$ cat config.mk
export PLATFORM = sky130hd
export DESIGN_NAME = rifsc_top
export DESIGN_NICKNAME = d
export VERILOG_FILES = /design/src/design/rifsc_top.v
export VERILOG_INCLUDE_DIRS = /design/src /design/src/design
export SDC_FILE = /design/constraint.sdc
export NUM_CORES = 1
export LEC_CHECK = 0
export ABC_AREA = 1
export BUFFER_PORTS_ARGS = -buffer_cell sky130_fd_sc_hd__buf_2
export CAP_MARGIN = 10
export CORE_MARGIN = 2
export CORE_UTILIZATION = 45
export DETAILED_ROUTE_END_ITERATION = 10
export PLACE_DENSITY = 0.83
export SYNTH_ARGS = -nofsm -noshare
export SYNTH_HDL_FRONTEND = slang
export SYNTH_SLANG_ARGS = --single-unit
$ cat constraint.sdc
create_clock -name core_clk_i -period 1.3 [get_ports core_clk_i]
set_input_delay 0.325 -clock core_clk_i [delete_from_list [all_inputs] [get_ports core_clk_i]]
set_output_delay 0.325 -clock core_clk_i [all_outputs]
set_load 0.1 [all_outputs]
$ cat src/design/rifsc_defs.vh
// Purpose: Constants for the interrupt routing and flag block
// Assumes: Byte-wide registers at their printed indices
// Notes:   Definitions only
`ifndef RIFSC_DEFS_VH
`define RIFSC_DEFS_VH
// ==========================================
// Register offsets
`define RIFSC_ADDR_ROUTE     8'h0D
`define RIFSC_ADDR_FILL      8'h0E
`define RIFSC_ADDR_THRESH    8'h0F
// ==========================================
// Reset values
`define RIFSC_RST_ROUTE      8'h00
`define RIFSC_RST_FILL       8'h01
`define RIFSC_RST_THRESH     8'h00
// ==========================================
// Field positions, routing register
`define RIFSC_B_OVERRUN      0
`define RIFSC_B_NOT_EMPTY    1
`define RIFSC_B_FULL         2
`define RIFSC_B_TX_B_SEL     3
// Field positions, fill register
`define RIFSC_B_LOCK_EN      0
`define RIFSC_B_LOCK         1
`define RIFSC_B_STRENGTH     2
`define RIFSC_B_STR_EN       3
`define RIFSC_B_TX_START     4
`define RIFSC_B_TX_DONE      5
`define RIFSC_B_FILL_CTRL    6
`define RIFSC_B_FILL_METHOD  7
// ==========================================
// Data path modes and device modes
`define RIFSC_DM_CONT        2'h0
`define RIFSC_DM_BUF         2'h1
`define RIFSC_OM_RX          2'h0
`define RIFSC_OM_STBY        2'h1
`define RIFSC_OM_TX          2'h2
`endif

$ cat src/design/rifsc_top.v
// Purpose: Interrupt line routing, FIFO and status flags of a packet radio
// Assumes: Single clock, synchronous inputs, plain register port
// Notes:   Event inputs are one-cycle pulses; levels are levels
`include "rifsc_defs.vh"
`default_nettype none

module rifsc_top
(
  // Clock and reset
  input  wire       core_clk_i,
  input  wire       srst_i,
  // Register port
  input  wire [7:0] reg_addr_i,
  input  wire [7:0] reg_wdata_i,
  input  wire       reg_wr_i,
  input  wire       reg_rd_i,
  output reg  [7:0] reg_rdata_o,
  // Operating state
  input  wire [1:0] data_path_mode_i,
  input  wire [1:0] op_mode_i,
  input  wire       addr_filter_en_i,
  // Internal events and levels
  input  wire       pattern_detect_i,
  input  wire       address_match_i,
  input  wire       byte_written_i,
  input  wire       payload_complete_i,
  input  wire       checksum_good_i,
  input  wire       fifo_level_i,
  input  wire       recovered_bit_clock_i,
  input  wire       fifo_full_i,
  input  wire       fifo_empty_i,
  input  wire       fifo_overrun_i,
  input  wire       last_bit_shifted_i,
  input  wire       tx_begin_i,
  input  wire [7:0] strength_meas_i,
  input  wire       strength_valid_i,
  input  wire       synth_locked_i,
  // Outputs
  output wire       interrupt_line_a_o,
  output wire       interrupt_line_b_o,
  output wire       lock_pin_o,
  output reg        fifo_flush_o,
  output wire       fifo_fill_en_o,
  output wire       tx_start_o
);

  // ==========================================
  // Registers
  reg  [1:0] line_a_sel_reg;
  reg  [1:0] line_b_sel_reg;
  reg        tx_b_sel_reg;
  reg        overrun_reg;
  reg        fill_method_reg;
  reg        fill_ctrl_reg;
  reg        tx_done_reg;
  reg        tx_start_sel_reg;
  reg        str_en_reg;
  reg        strength_reg;
  reg        lock_reg;
  reg        lock_en_reg;
  reg  [7:0] strength_threshold_reg;
  reg  [7:0] rdata_next;

  wire       wr_route;
  wire       wr_fill;
  wire       wr_thresh;
  wire       is_buf;
  wire       is_pkt;
  wire       in_tx;
  wire       not_empty_flag;
  wire       strength_event;
  wire       clr_overrun;
  wire       clr_strength;
  wire       clr_lock;
  wire       manual_fill;
  wire       rearm_fill;

  // Address decode shared by write and read paths
  function hit;
    input [7:0] addr;
    input [7:0] target;
    begin
      hit = (addr == target);
    end
  endfunction

  assign wr_route  = reg_wr_i && hit(reg_addr_i, `RIFSC_ADDR_ROUTE);
  assign wr_fill   = reg_wr_i && hit(reg_addr_i, `RIFSC_ADDR_FILL);
  assign wr_thresh = reg_wr_i && hit(reg_addr_i, `RIFSC_ADDR_THRESH);
  assign clr_overrun  = wr_route && reg_wdata_i[`RIFSC_B_OVERRUN];
  assign clr_strength = wr_fill && reg_wdata_i[`RIFSC_B_STRENGTH];
  assign clr_lock     = wr_fill && reg_wdata_i[`RIFSC_B_LOCK];
  // Method written together with the fill bit takes effect at once
  assign manual_fill  = wr_fill ? reg_wdata_i[`RIFSC_B_FILL_METHOD] : fill_method_reg;
  assign rearm_fill   = wr_fill && reg_wdata_i[`RIFSC_B_FILL_CTRL] && !overrun_reg;
  assign is_buf    = (data_path_mode_i == `RIFSC_DM_BUF);
  assign is_pkt    = data_path_mode_i[1];
  assign in_tx     = (op_mode_i == `RIFSC_OM_TX);

  assign not_empty_flag = ~fifo_empty_i;
  // Threshold compare, gated by the enable bit
  assign strength_event = str_en_reg && strength_valid_i &&
                          (strength_meas_i > strength_threshold_reg);

  // Write-one-to-clear with set winning over clear
  function wclr;
    input cur;
    input set;
    input clr;
    begin
      wclr = set | (cur & ~clr);
    end
  endfunction

  // ==========================================
  // Routing register fields
  always @(posedge core_clk_i)
  begin
    if (srst_i)
    begin
      line_a_sel_reg <= 2'h0;
      line_b_sel_reg <= 2'h0;
      tx_b_sel_reg   <= 1'b0;
    end
    else if (wr_route)
    begin
      line_a_sel_reg <= reg_wdata_i[7:6];
      line_b_sel_reg <= reg_wdata_i[5:4];
      tx_b_sel_reg   <= reg_wdata_i[`RIFSC_B_TX_B_SEL];
    end
  end

  // ==========================================
  // Fill register configuration fields
  always @(posedge core_clk_i)
  begin
    if (srst_i)
    begin
      fill_method_reg  <= 1'b0;
      tx_start_sel_reg <= 1'b0;
      str_en_reg       <= 1'b0;
      lock_en_reg      <= 1'b1;
    end
    else if (wr_fill)
    begin
      fill_method_reg  <= reg_wdata_i[`RIFSC_B_FILL_METHOD];
      tx_start_sel_reg <= reg_wdata_i[`RIFSC_B_TX_START];
      str_en_reg       <= reg_wdata_i[`RIFSC_B_STR_EN];
      lock_en_reg      <= reg_wdata_i[`RIFSC_B_LOCK_EN];
    end
  end

  // ==========================================
  // Strength threshold
  always @(posedge core_clk_i)
  begin
    if (srst_i)
    begin
      strength_threshold_reg <= `RIFSC_RST_THRESH;
    end
    else if (wr_thresh)
    begin
      strength_threshold_reg <= reg_wdata_i;
    end
  end

  // ==========================================
  // Overrun flag and FIFO flush
  always @(posedge core_clk_i)
  begin
    if (srst_i)
    begin
      overrun_reg  <= 1'b0;
      fifo_flush_o <= 1'b0;
    end
    else
    begin
      overrun_reg  <= wclr(overrun_reg, fifo_overrun_i, clr_overrun);
      fifo_flush_o <= clr_overrun;
    end
  end

  // ==========================================
  // Strength and lock flags
  always @(posedge core_clk_i)
  begin
    if (srst_i)
    begin
      strength_reg <= 1'b0;
      lock_reg     <= 1'b0;
    end
    else
    begin
      strength_reg <= wclr(strength_reg, strength_event, clr_strength);
      lock_reg     <= wclr(lock_reg, synth_locked_i, clr_lock);
    end
  end

  // ==========================================
  // Transmit finished flag
  always @(posedge core_clk_i)
  begin
    if (srst_i)
    begin
      tx_done_reg <= 1'b0;
    end
    else if (last_bit_shifted_i)
    begin
      tx_done_reg <= 1'b1;
    end
    else if (tx_begin_i)
    begin
      // A new transmission starts with the flag low
      tx_done_reg <= 1'b0;
    end
  end

  // ==========================================
  // Fill control
  always @(posedge core_clk_i)
  begin
    if (srst_i)
    begin
      fill_ctrl_reg <= 1'b0;
    end
    else if (manual_fill)
    begin
      if (wr_fill)
      begin
        fill_ctrl_reg <= reg_wdata_i[`RIFSC_B_FILL_CTRL];
      end
    end
    else if (pattern_detect_i && is_buf)
    begin
      // Pattern wins over a clear in the same cycle
      fill_ctrl_reg <= 1'b1;
    end
    else if (rearm_fill)
    begin
      fill_ctrl_reg <= 1'b0;
    end
  end

  // ==========================================
  // Read data register
  always @(posedge core_clk_i)
  begin
    if (srst_i)
    begin
      reg_rdata_o <= 8'h00;
    end
    else
    begin
      reg_rdata_o <= rdata_next;
    end
  end

  // ==========================================
  // Read mux
  always @*
  begin
    rdata_next = 8'h00;
    if (reg_rd_i)
    begin
      if (hit(reg_addr_i, `RIFSC_ADDR_ROUTE))
      begin
        rdata_next = {line_a_sel_reg, line_b_sel_reg, tx_b_sel_reg,
                      fifo_full_i, not_empty_flag, overrun_reg};
      end
      else if (hit(reg_addr_i, `RIFSC_ADDR_FILL))
      begin
        rdata_next = {fill_method_reg, fill_ctrl_reg, tx_done_reg, tx_start_sel_reg,
                      str_en_reg, strength_reg, lock_reg, lock_en_reg};
      end
      else if (hit(reg_addr_i, `RIFSC_ADDR_THRESH))
      begin
        rdata_next = strength_threshold_reg;
      end
    end
  end

  // ==========================================
  // Line A routing
  reg line_a;
  always @*
  begin
    line_a = 1'b0;
    if (in_tx)
    begin
      if (is_pkt && !tx_start_sel_reg)
        line_a = fifo_level_i;
      else if (is_buf || is_pkt)
        line_a = not_empty_flag;
      else
        line_a = pattern_detect_i;
    end
    else if (data_path_mode_i == `RIFSC_DM_CONT)
      line_a = (line_a_sel_reg == 2'h1) ? strength_reg : pattern_detect_i;
    else
    begin
      case (line_a_sel_reg)
        2'h0: line_a = is_pkt ? payload_complete_i : 1'b0;
        2'h1: line_a = byte_written_i;
        2'h2: line_a = not_empty_flag;
        default: line_a = (is_pkt && addr_filter_en_i) ? address_match_i
                                                       : pattern_detect_i;
      endcase
    end
  end

  // ==========================================
  // Line B routing
  reg line_b;
  always @*
  begin
    line_b = 1'b0;
    if (data_path_mode_i == `RIFSC_DM_CONT)
      line_b = recovered_bit_clock_i;
    else if (in_tx)
      line_b = tx_b_sel_reg ? tx_done_reg : fifo_full_i;
    else
    begin
      case (line_b_sel_reg)
        2'h0: line_b = is_pkt ? checksum_good_i : 1'b0;
        2'h1: line_b = fifo_full_i;
        2'h2: line_b = strength_reg;
        default: line_b = fifo_level_i;
      endcase
    end
  end

  // ==========================================
  // Transmit start condition
  reg tx_start;
  always @*
  begin
    tx_start = 1'b0;
    if (tx_start_sel_reg)
    begin
      tx_start = not_empty_flag;
    end
    else if (is_pkt)
    begin
      tx_start = fifo_level_i;
    end
    else
    begin
      tx_start = fifo_full_i;
    end
  end

  assign interrupt_line_a_o = line_a;
  assign interrupt_line_b_o = line_b;
  assign lock_pin_o         = lock_en_reg ? lock_reg : 1'b1;
  // Auto fill runs while flag set; outside buffered mode filling is free
  assign fifo_fill_en_o     = is_buf ? fill_ctrl_reg : 1'b1;
  assign tx_start_o         = tx_start;

endmodule // rifsc_top

`default_nettype wire

==> impl_metrics.toml, run 1 <==
[cts]
cts_max_level = 2
clock_path_buffers = 2
clk_latency_ns = 0.29
postCtsHoldBufs = 0
root_buffer = "clkbuf_8"
cts_buffers = 5
clk_pin_slew_worst_paths_ns = 0.06
cts_sinks = 31
cts_tree = "built"

[placement]
io_buffers = 60
dp_cells = 384
dpl.hpwl_um = 3820
dpl_worst_slack_ns = -0.365
place_area_mm2 = 0.00259
place.gp.congestion = 0.915

[logic_synthesis]
ys_seq_area_share_pct = 35.6
syn_inst = 249
syn_nets = 304
synthFlopType = "dfxtp_1"
netlist_area_mm2 = 0.00174
ys_types = 31
ys_warn_count = 0
async_flop_share_pct = 0
synth_seq_cells = 31
syn_area_per_cell_um2 = 7.00
synth_edf_count = 0

[worst_hold_path]
hold_class = "in2reg"
holdPathStages = 3

[route]
ant_nets = 0
vias_per_cell = 5.34
drt-total-wl_um = 5730
drc = 0
drt-pass1-iter-count = 5
vias = 2118
drt_iter0_drc = 147
routedWlPerCell_um = 14.4

[timing]
setup_viol = 5
max_freq_mhz = 588
finalMaxSlewViolations = 0
fin_skew_ns = 0.00455
final.period_utilization_pct = 131
finalCriticalPeriod_ns = 1.70
slew_headroom_pct = 80.3
whs_ns = 0.252
timing.final.hold_violations = 0
setup_ws_ns = -0.400
rsz0062_at_grt = "yes"
worst_pin_slew_ns = 0.296

[cells_and_area]
fin_cells = 397
nNetsFinal = 403
area_growth_pct = 64.3
antennaDiodeCount = 0
drive_gt1_share_pct = 45.3
design_area_mm2 = 0.00286

[grt]
grtUsageMet3_pct = 6.13
grt_pass1_wl_um = 8940
overflow = 0
grt_use_met1_pct = 31.6
top_usage_layer = "met2"
antenna_found_initial = 0
use_met2_pct = 45.0
grt_max_degree = 16
globalRouteTotalUtil_pct = 27.0
grt_pass1_vias = 1993

[floorplanning]
rows = 22
fp.coreArea_mm2 = 0.00369
die_h_um = 66.2
io_pins = 61
initial_core_util_pct = 47.3
die_area_mm2 = 0.00439
die_w_um = 66.2

[critical_path]
crit_required_ns = 0.98
critPathCaptureType = "output pin"
crit_path_max_fanout = 2
start_kind = "register"
ff2ff_path_depth = 7
worst_ep_arrival_time_ns = 1.37
crit_type = "reg2out"

[power_and_ir_drop]
power_mw = 2.29
vdd_ir_drop_max_mv = 0.582
leakage_nw = 1.36
powerDensity_mw_per_mm2 = 801

[flow_run]
drv_cap = 0

[outcome]
status = "complete, but fails checks"
violations = "negative setup slack"
-- kinds of logic after synthesis --
| family | count (synthesis) | synth area share, % |
|---|---|---|
| adders and majority gates | 8 | 5.74 |
| DFF | 31 | 35.6 |
| AOI/OAI and AO/OA | 75 | 23.2 |
| buffers and inverters | 53 | 11.6 |
| and+or+nand+nor | 82 | 23.8 |
-- power by group --
| group | switching, mW | total [mW] | internal [mW] |
|---|---|---|---|
| logic | 0.286 | 0.492 | 0.206 |
| clock network | 0.354 | 0.837 | 0.483 |
| registers | 0.00802 | 0.966 | 0.958 |
-- routing by layer --
layer	share of wire, %	routed length [um]
met1	39	2220
met2	50	2860
met3	6.7	382
met4	4.8	278
met5	0	0
-- metrics by stage --
step | util (%) | TNS [ns]
6_report | 77.6 | -1.22
5_1_grt | 77.6 | -1.59
4_1_cts | 74.8 | -1.15
3_5_place_dp | 70.1 | -3.28
3_3_place_gp | 70.1 | -2.57
2_1_floorplan | - | -1.93
-- cell type report --
class,count,area (um^2)
fillers,251,826
repair buffers,96,813
multi-input cells,165,1070
well taps,48,60.1
clock buffers,8,100
flip-flops and latches,31,632
inverters,49,188
-- worst max-delay path, cell delays in order, from the launching register on --
cell     delay [ns]
dfxtp_2        0.33
buf_6          0.11
a21oi_2        0.09
nand2_1        0.07
nand3_2        0.07
nand2_2        0.06
a31oi_4        0.15
buf_12         0.19
-- synthesized netlist by cell type, types with 2 or more instances --
| cell type | number | area share, % |
|---|---|---|
| ha_1 | 8 | 5.7 |
| clkbuf_1 | 2 | 0.43 |
| buf_2 | 2 | 0.57 |
| o22ai_1 | 2 | 0.72 |
| nand2_2 | 3 | 1.1 |
| nor2_1 | 19 | 4.1 |
| o211ai_1 | 6 | 2.6 |
| nand2_1 | 35 | 7.5 |
| inv_1 | 43 | 9.3 |
| a21oi_1 | 31 | 8.9 |
| o21ai_1 | 20 | 5.7 |
| o21ai_0 | 11 | 3.2 |
| nor2_8 | 2 | 2.3 |
| nand3_1 | 13 | 3.7 |
| a31oi_1 | 2 | 0.72 |
| dfxtp_1 | 31 | 36 |
| inv_2 | 5 | 1.1 |
-- final timing paths --
check             slack [ns]                                   start                        to
hold reg to reg         0.48                lock_en_reg$_SDFFE_PP1N_  lock_en_reg$_SDFFE_PP1N_
setup / recovery       -0.40          line_a_sel_reg[0]$_SDFFE_PP0N_        interrupt_line_a_o
setup reg to reg        0.05  strength_threshold_reg[7]$_SDFFE_PP0P_   strength_reg$_SDFF_PP0_
hold / removal          0.25                      last_bit_shifted_i  tx_done_reg$_SDFFE_PP0P_
-- cell usage in the layout (no fill, tap or decap), types with 2 or more instances in the layout --
master | netlist | final
buf_2 | 2 | 46
inv_1 | 43 | 35
nand2_1 | 35 | 32
buf_4 | 0 | 32
a21oi_1 | 31 | 28
dfxtp_1 | 31 | 24
o21ai_1 | 20 | 22
buf_12 | 0 | 16
nor2_1 | 19 | 15
inv_2 | 5 | 12
nand3_1 | 13 | 8
o21ai_0 | 11 | 8
clkbuf_8 | 0 | 7
o211ai_1 | 6 | 6
nand2_2 | 3 | 6
dfxtp_2 | 0 | 6
nand3_2 | 0 | 5
a21oi_2 | 1 | 4
ha_4 | 0 | 4
ha_1 | 8 | 4
nor2_2 | 1 | 3
nor2_4 | 1 | 3
a31oi_4 | 0 | 2
nor2_8 | 2 | 2
o22ai_1 | 2 | 2
buf_6 | 0 | 2
-- repair_timing --
action                     CTS  global route
setup endpoints to repair    6             9
buffers inserted             1             4
resized for setup           26            12
pin swaps                    8             8
(Power assumes the default switching activity.)
==> inputs of run 2 (changes only) <==
--- a/config.mk
+++ b/config.mk
@@ -6,13 +6,12 @@
 export SDC_FILE = /design/constraint.sdc
 export NUM_CORES = 1
 export LEC_CHECK = 0
-export ABC_AREA = 1
 export BUFFER_PORTS_ARGS = -buffer_cell sky130_fd_sc_hd__buf_2
 export CAP_MARGIN = 10
 export CORE_MARGIN = 2
-export CORE_UTILIZATION = 45
+export CORE_UTILIZATION = 44
 export DETAILED_ROUTE_END_ITERATION = 10
-export PLACE_DENSITY = 0.83
+export PLACE_DENSITY = 0.82
 export SYNTH_ARGS = -nofsm -noshare
 export SYNTH_HDL_FRONTEND = slang
 export SYNTH_SLANG_ARGS = --single-unit
==> impl_metrics.toml, run 2 <==
[cells_and_area]
layout_commonest_cell = "buf_4"
regArea_um2 = 636
drive_gt1_share_pct = 62.1
area_growth_pct = 101
multi_input_area_mm2 = 0.00143
nNetsFinal = 376
final_cell_mix = "buf_4 (46), buf_2 (43), nor2_1 (26)"
final.fill_count = 127
final_util_pct = 91.9

[grt]
overflow = 0
grt_pass1_wl_um = 11400
grt_pass1_vias = 2256
antenna_found_initial = 1
globalRouteTotalUtil_pct = 36.2
grt_max_degree = 17

[critical_path]
critPathCaptureType = "output pin"
crit_type = "reg2out"
crit_required_ns = 0.98
start_kind = "register"
slowest_stage = "dfxtp_2"
worst_ep_arrival_time_ns = 1.58
critPathTopFamily = "compound AO/OA/AOI/OAI gates"
crit_path_max_fanout = 5
crit_chain = "nor2b_4, nor2_1, a21oi_2, o31ai_4, o22ai_4, buf_12"
cp_num_buf_inv = 1
cpPeakStageDelay_ns = 0.40

[logic_synthesis]
async_flop_share_pct = 0
syn_area_per_cell_um2 = 8.34
yosys.area.top_type = "dfxtp_1"
syn_inst = 199
synth_top_area_share_pct = 37.4
synth_edf_count = 0
ys_seq_area_share_pct = 37.4
ys_types = 36
synth_area_leaders = "dfxtp_1 (37%), mux2i_1 (10%), nor2_1 (7.9%), a21oi_1 (6.0%), ha_1 (6.0%)"
syn_nets = 254
netlist_area_mm2 = 0.00166
synthTopCellsByCount = "nor2_1 (35), dfxtp_1 (31), a21oi_1 (20)"
synth_seq_cells = 31
yosys.cell_count.top_type = "nor2_1"
ys_warn_count = 0
synthFlopType = "dfxtp_1"

[floorplanning]
die_h_um = 65.4
io_pins = 61
die_area_mm2 = 0.00428
rows = 22
die_w_um = 65.4
fp.coreArea_mm2 = 0.00363
initial_core_util_pct = 45.7

[power_and_ir_drop]
leakage_nw = 1.48
powerDensity_mw_per_mm2 = 756
vdd_ir_drop_max_mv = 0.826

[flow_run]
drv_cap = 0

[timing]
fin_skew_ns = 0.00607
max_freq_mhz = 525
setup_viol = 34
rsz0062_at_grt = "yes"
tns_ns = -5.89
timing.final.hold_violations = 0
setup_ws_ns = -0.606
final.period_utilization_pct = 147
slew_headroom_pct = 73.4
worst_pin_slew_ns = 0.395
whs_ns = 0.256
finalCriticalPeriod_ns = 1.91
finalMaxSlewViolations = 0

[route]
drc = 0
drt-total-wl_um = 9520
routedWlPerCell_um = 25.6
vias = 2373
vias_per_cell = 6.40
drt-pass1-iter-count = 7
ant_nets = 0
drt_iter0_drc = 230

[cts]
cts_max_level = 2
cts_sinks = 31
root_buffer = "clkbuf_8"
cts_tree = "built"
clk_latency_ns = 0.31
postCtsHoldBufs = 0
cts_buffers = 5
clock_path_buffers = 2
clk_pin_slew_worst_paths_ns = 0.07

[outcome]
status = "complete, but fails checks"
violations = "negative setup slack"

[placement]
dpl.hpwl_um = 3860
place.gp.congestion = 0.892
io_buffers = 60

[worst_hold_path]
hold_class = "in2reg"
==> run 2: cell count changes after synthesis, moves of 7 or more <==
cell,before,now
inv_1,43,13
o21ai_1,20,1
nand2_1,35,13
mux2i_1,0,17
nand3_1,13,3
nor2_1,19,35
nor4_1,1,8
o21ai_0,11,4
a21oi_1,31,20
==> run 2: per-stage QoR <==
stage                     setup slack (ns)  power, mW  area (um^2)  std cells
after floorplan                     -0.446       1.24         1780        199
after global placement              -0.439       1.46         2610        344
after detailed placement            -0.521       1.47         2610        344
after CTS                           -0.519       2.38         3030        356
after global routing                -0.628       2.56         3340        370
final                               -0.606       2.53         3340        371
==> run 2: per-layer routing <==
| layer | GRT usage [%] | vias to the layer above | share of wire [%] |
|---|---|---|---|
| li1 | - | 951 | - |
| met1 | 42.0 | 1122 | 35 |
| met2 | 58.9 | 227 | 47 |
| met3 | 10.8 | 73 | 10 |
| met4 | 21.1 | 0 | 7.3 |
| met5 | 0 | - | 0 |
==> run 2: final timing paths <==
path | cells after the start | to | slack, ns | startpoint
min reg2reg | 1 | lock_en_reg$_SDFFE_PP1N_ | 0.54 | lock_en_reg$_SDFFE_PP1N_
max reg2reg | 6 | strength_reg$_SDFF_PP0_ | -0.37 | strength_threshold_reg[7]$_SDFFE_PP0P_
min | 3 | tx_done_reg$_SDFFE_PP0P_ | 0.26 | last_bit_shifted_i
max | 6 | interrupt_line_a_o | -0.61 | line_a_sel_reg[0]$_SDFFE_PP0N_
==> run 2: cell families (layout without fill, tap and decap cells) <==
logic type,Yosys count,in the layout,share of synthesized area (%)
flops,31,31,37.4
mux,18,18,10.9
other cells,0,1,0
simple gates,84,84,26.9
fa+ha+maj,8,8,6.03
buf+inv,20,143,4.98
compound gates,38,38,13.7
==> run 2: cell type report <==
| type | instances | area share, % |
|---|---|---|
| timing repair buffer | 122 | 31.8 |
| tap | 48 | 1.80 |
| antenna | 1 | 0.0749 |
| sequential | 31 | 19.0 |
| clock buffer | 8 | 3.00 |
| inverter | 13 | 1.46 |
| multi-input combinational | 148 | 42.8 |
==> run 2: timing repair <==
action,in CTS,in global routing
pin swaps,17,22
gates resized for setup,66,39
hold endpoints to repair,0,0
setup endpoints to repair,33,34
setup buffers,5,14
==> run 2: report_power, final <==
group / internal, mW / leakage [nW] / switching (mW)
Sequential: 0.960 / 0.256 / 0.0109
Clock: 0.484 / 0.0515 / 0.420
Combinational: 0.275 / 1.18 / 0.376
==> run 2: worst reg2reg max path: stages, from the launching register on <==
cell and delay, ns:
dfxtp_2 0.35, inv_1 0.07, ha_4 0.28, nand3_2 0.08, nor3b_2 0.17, or4_1 0.50, o21ai_1 0.15
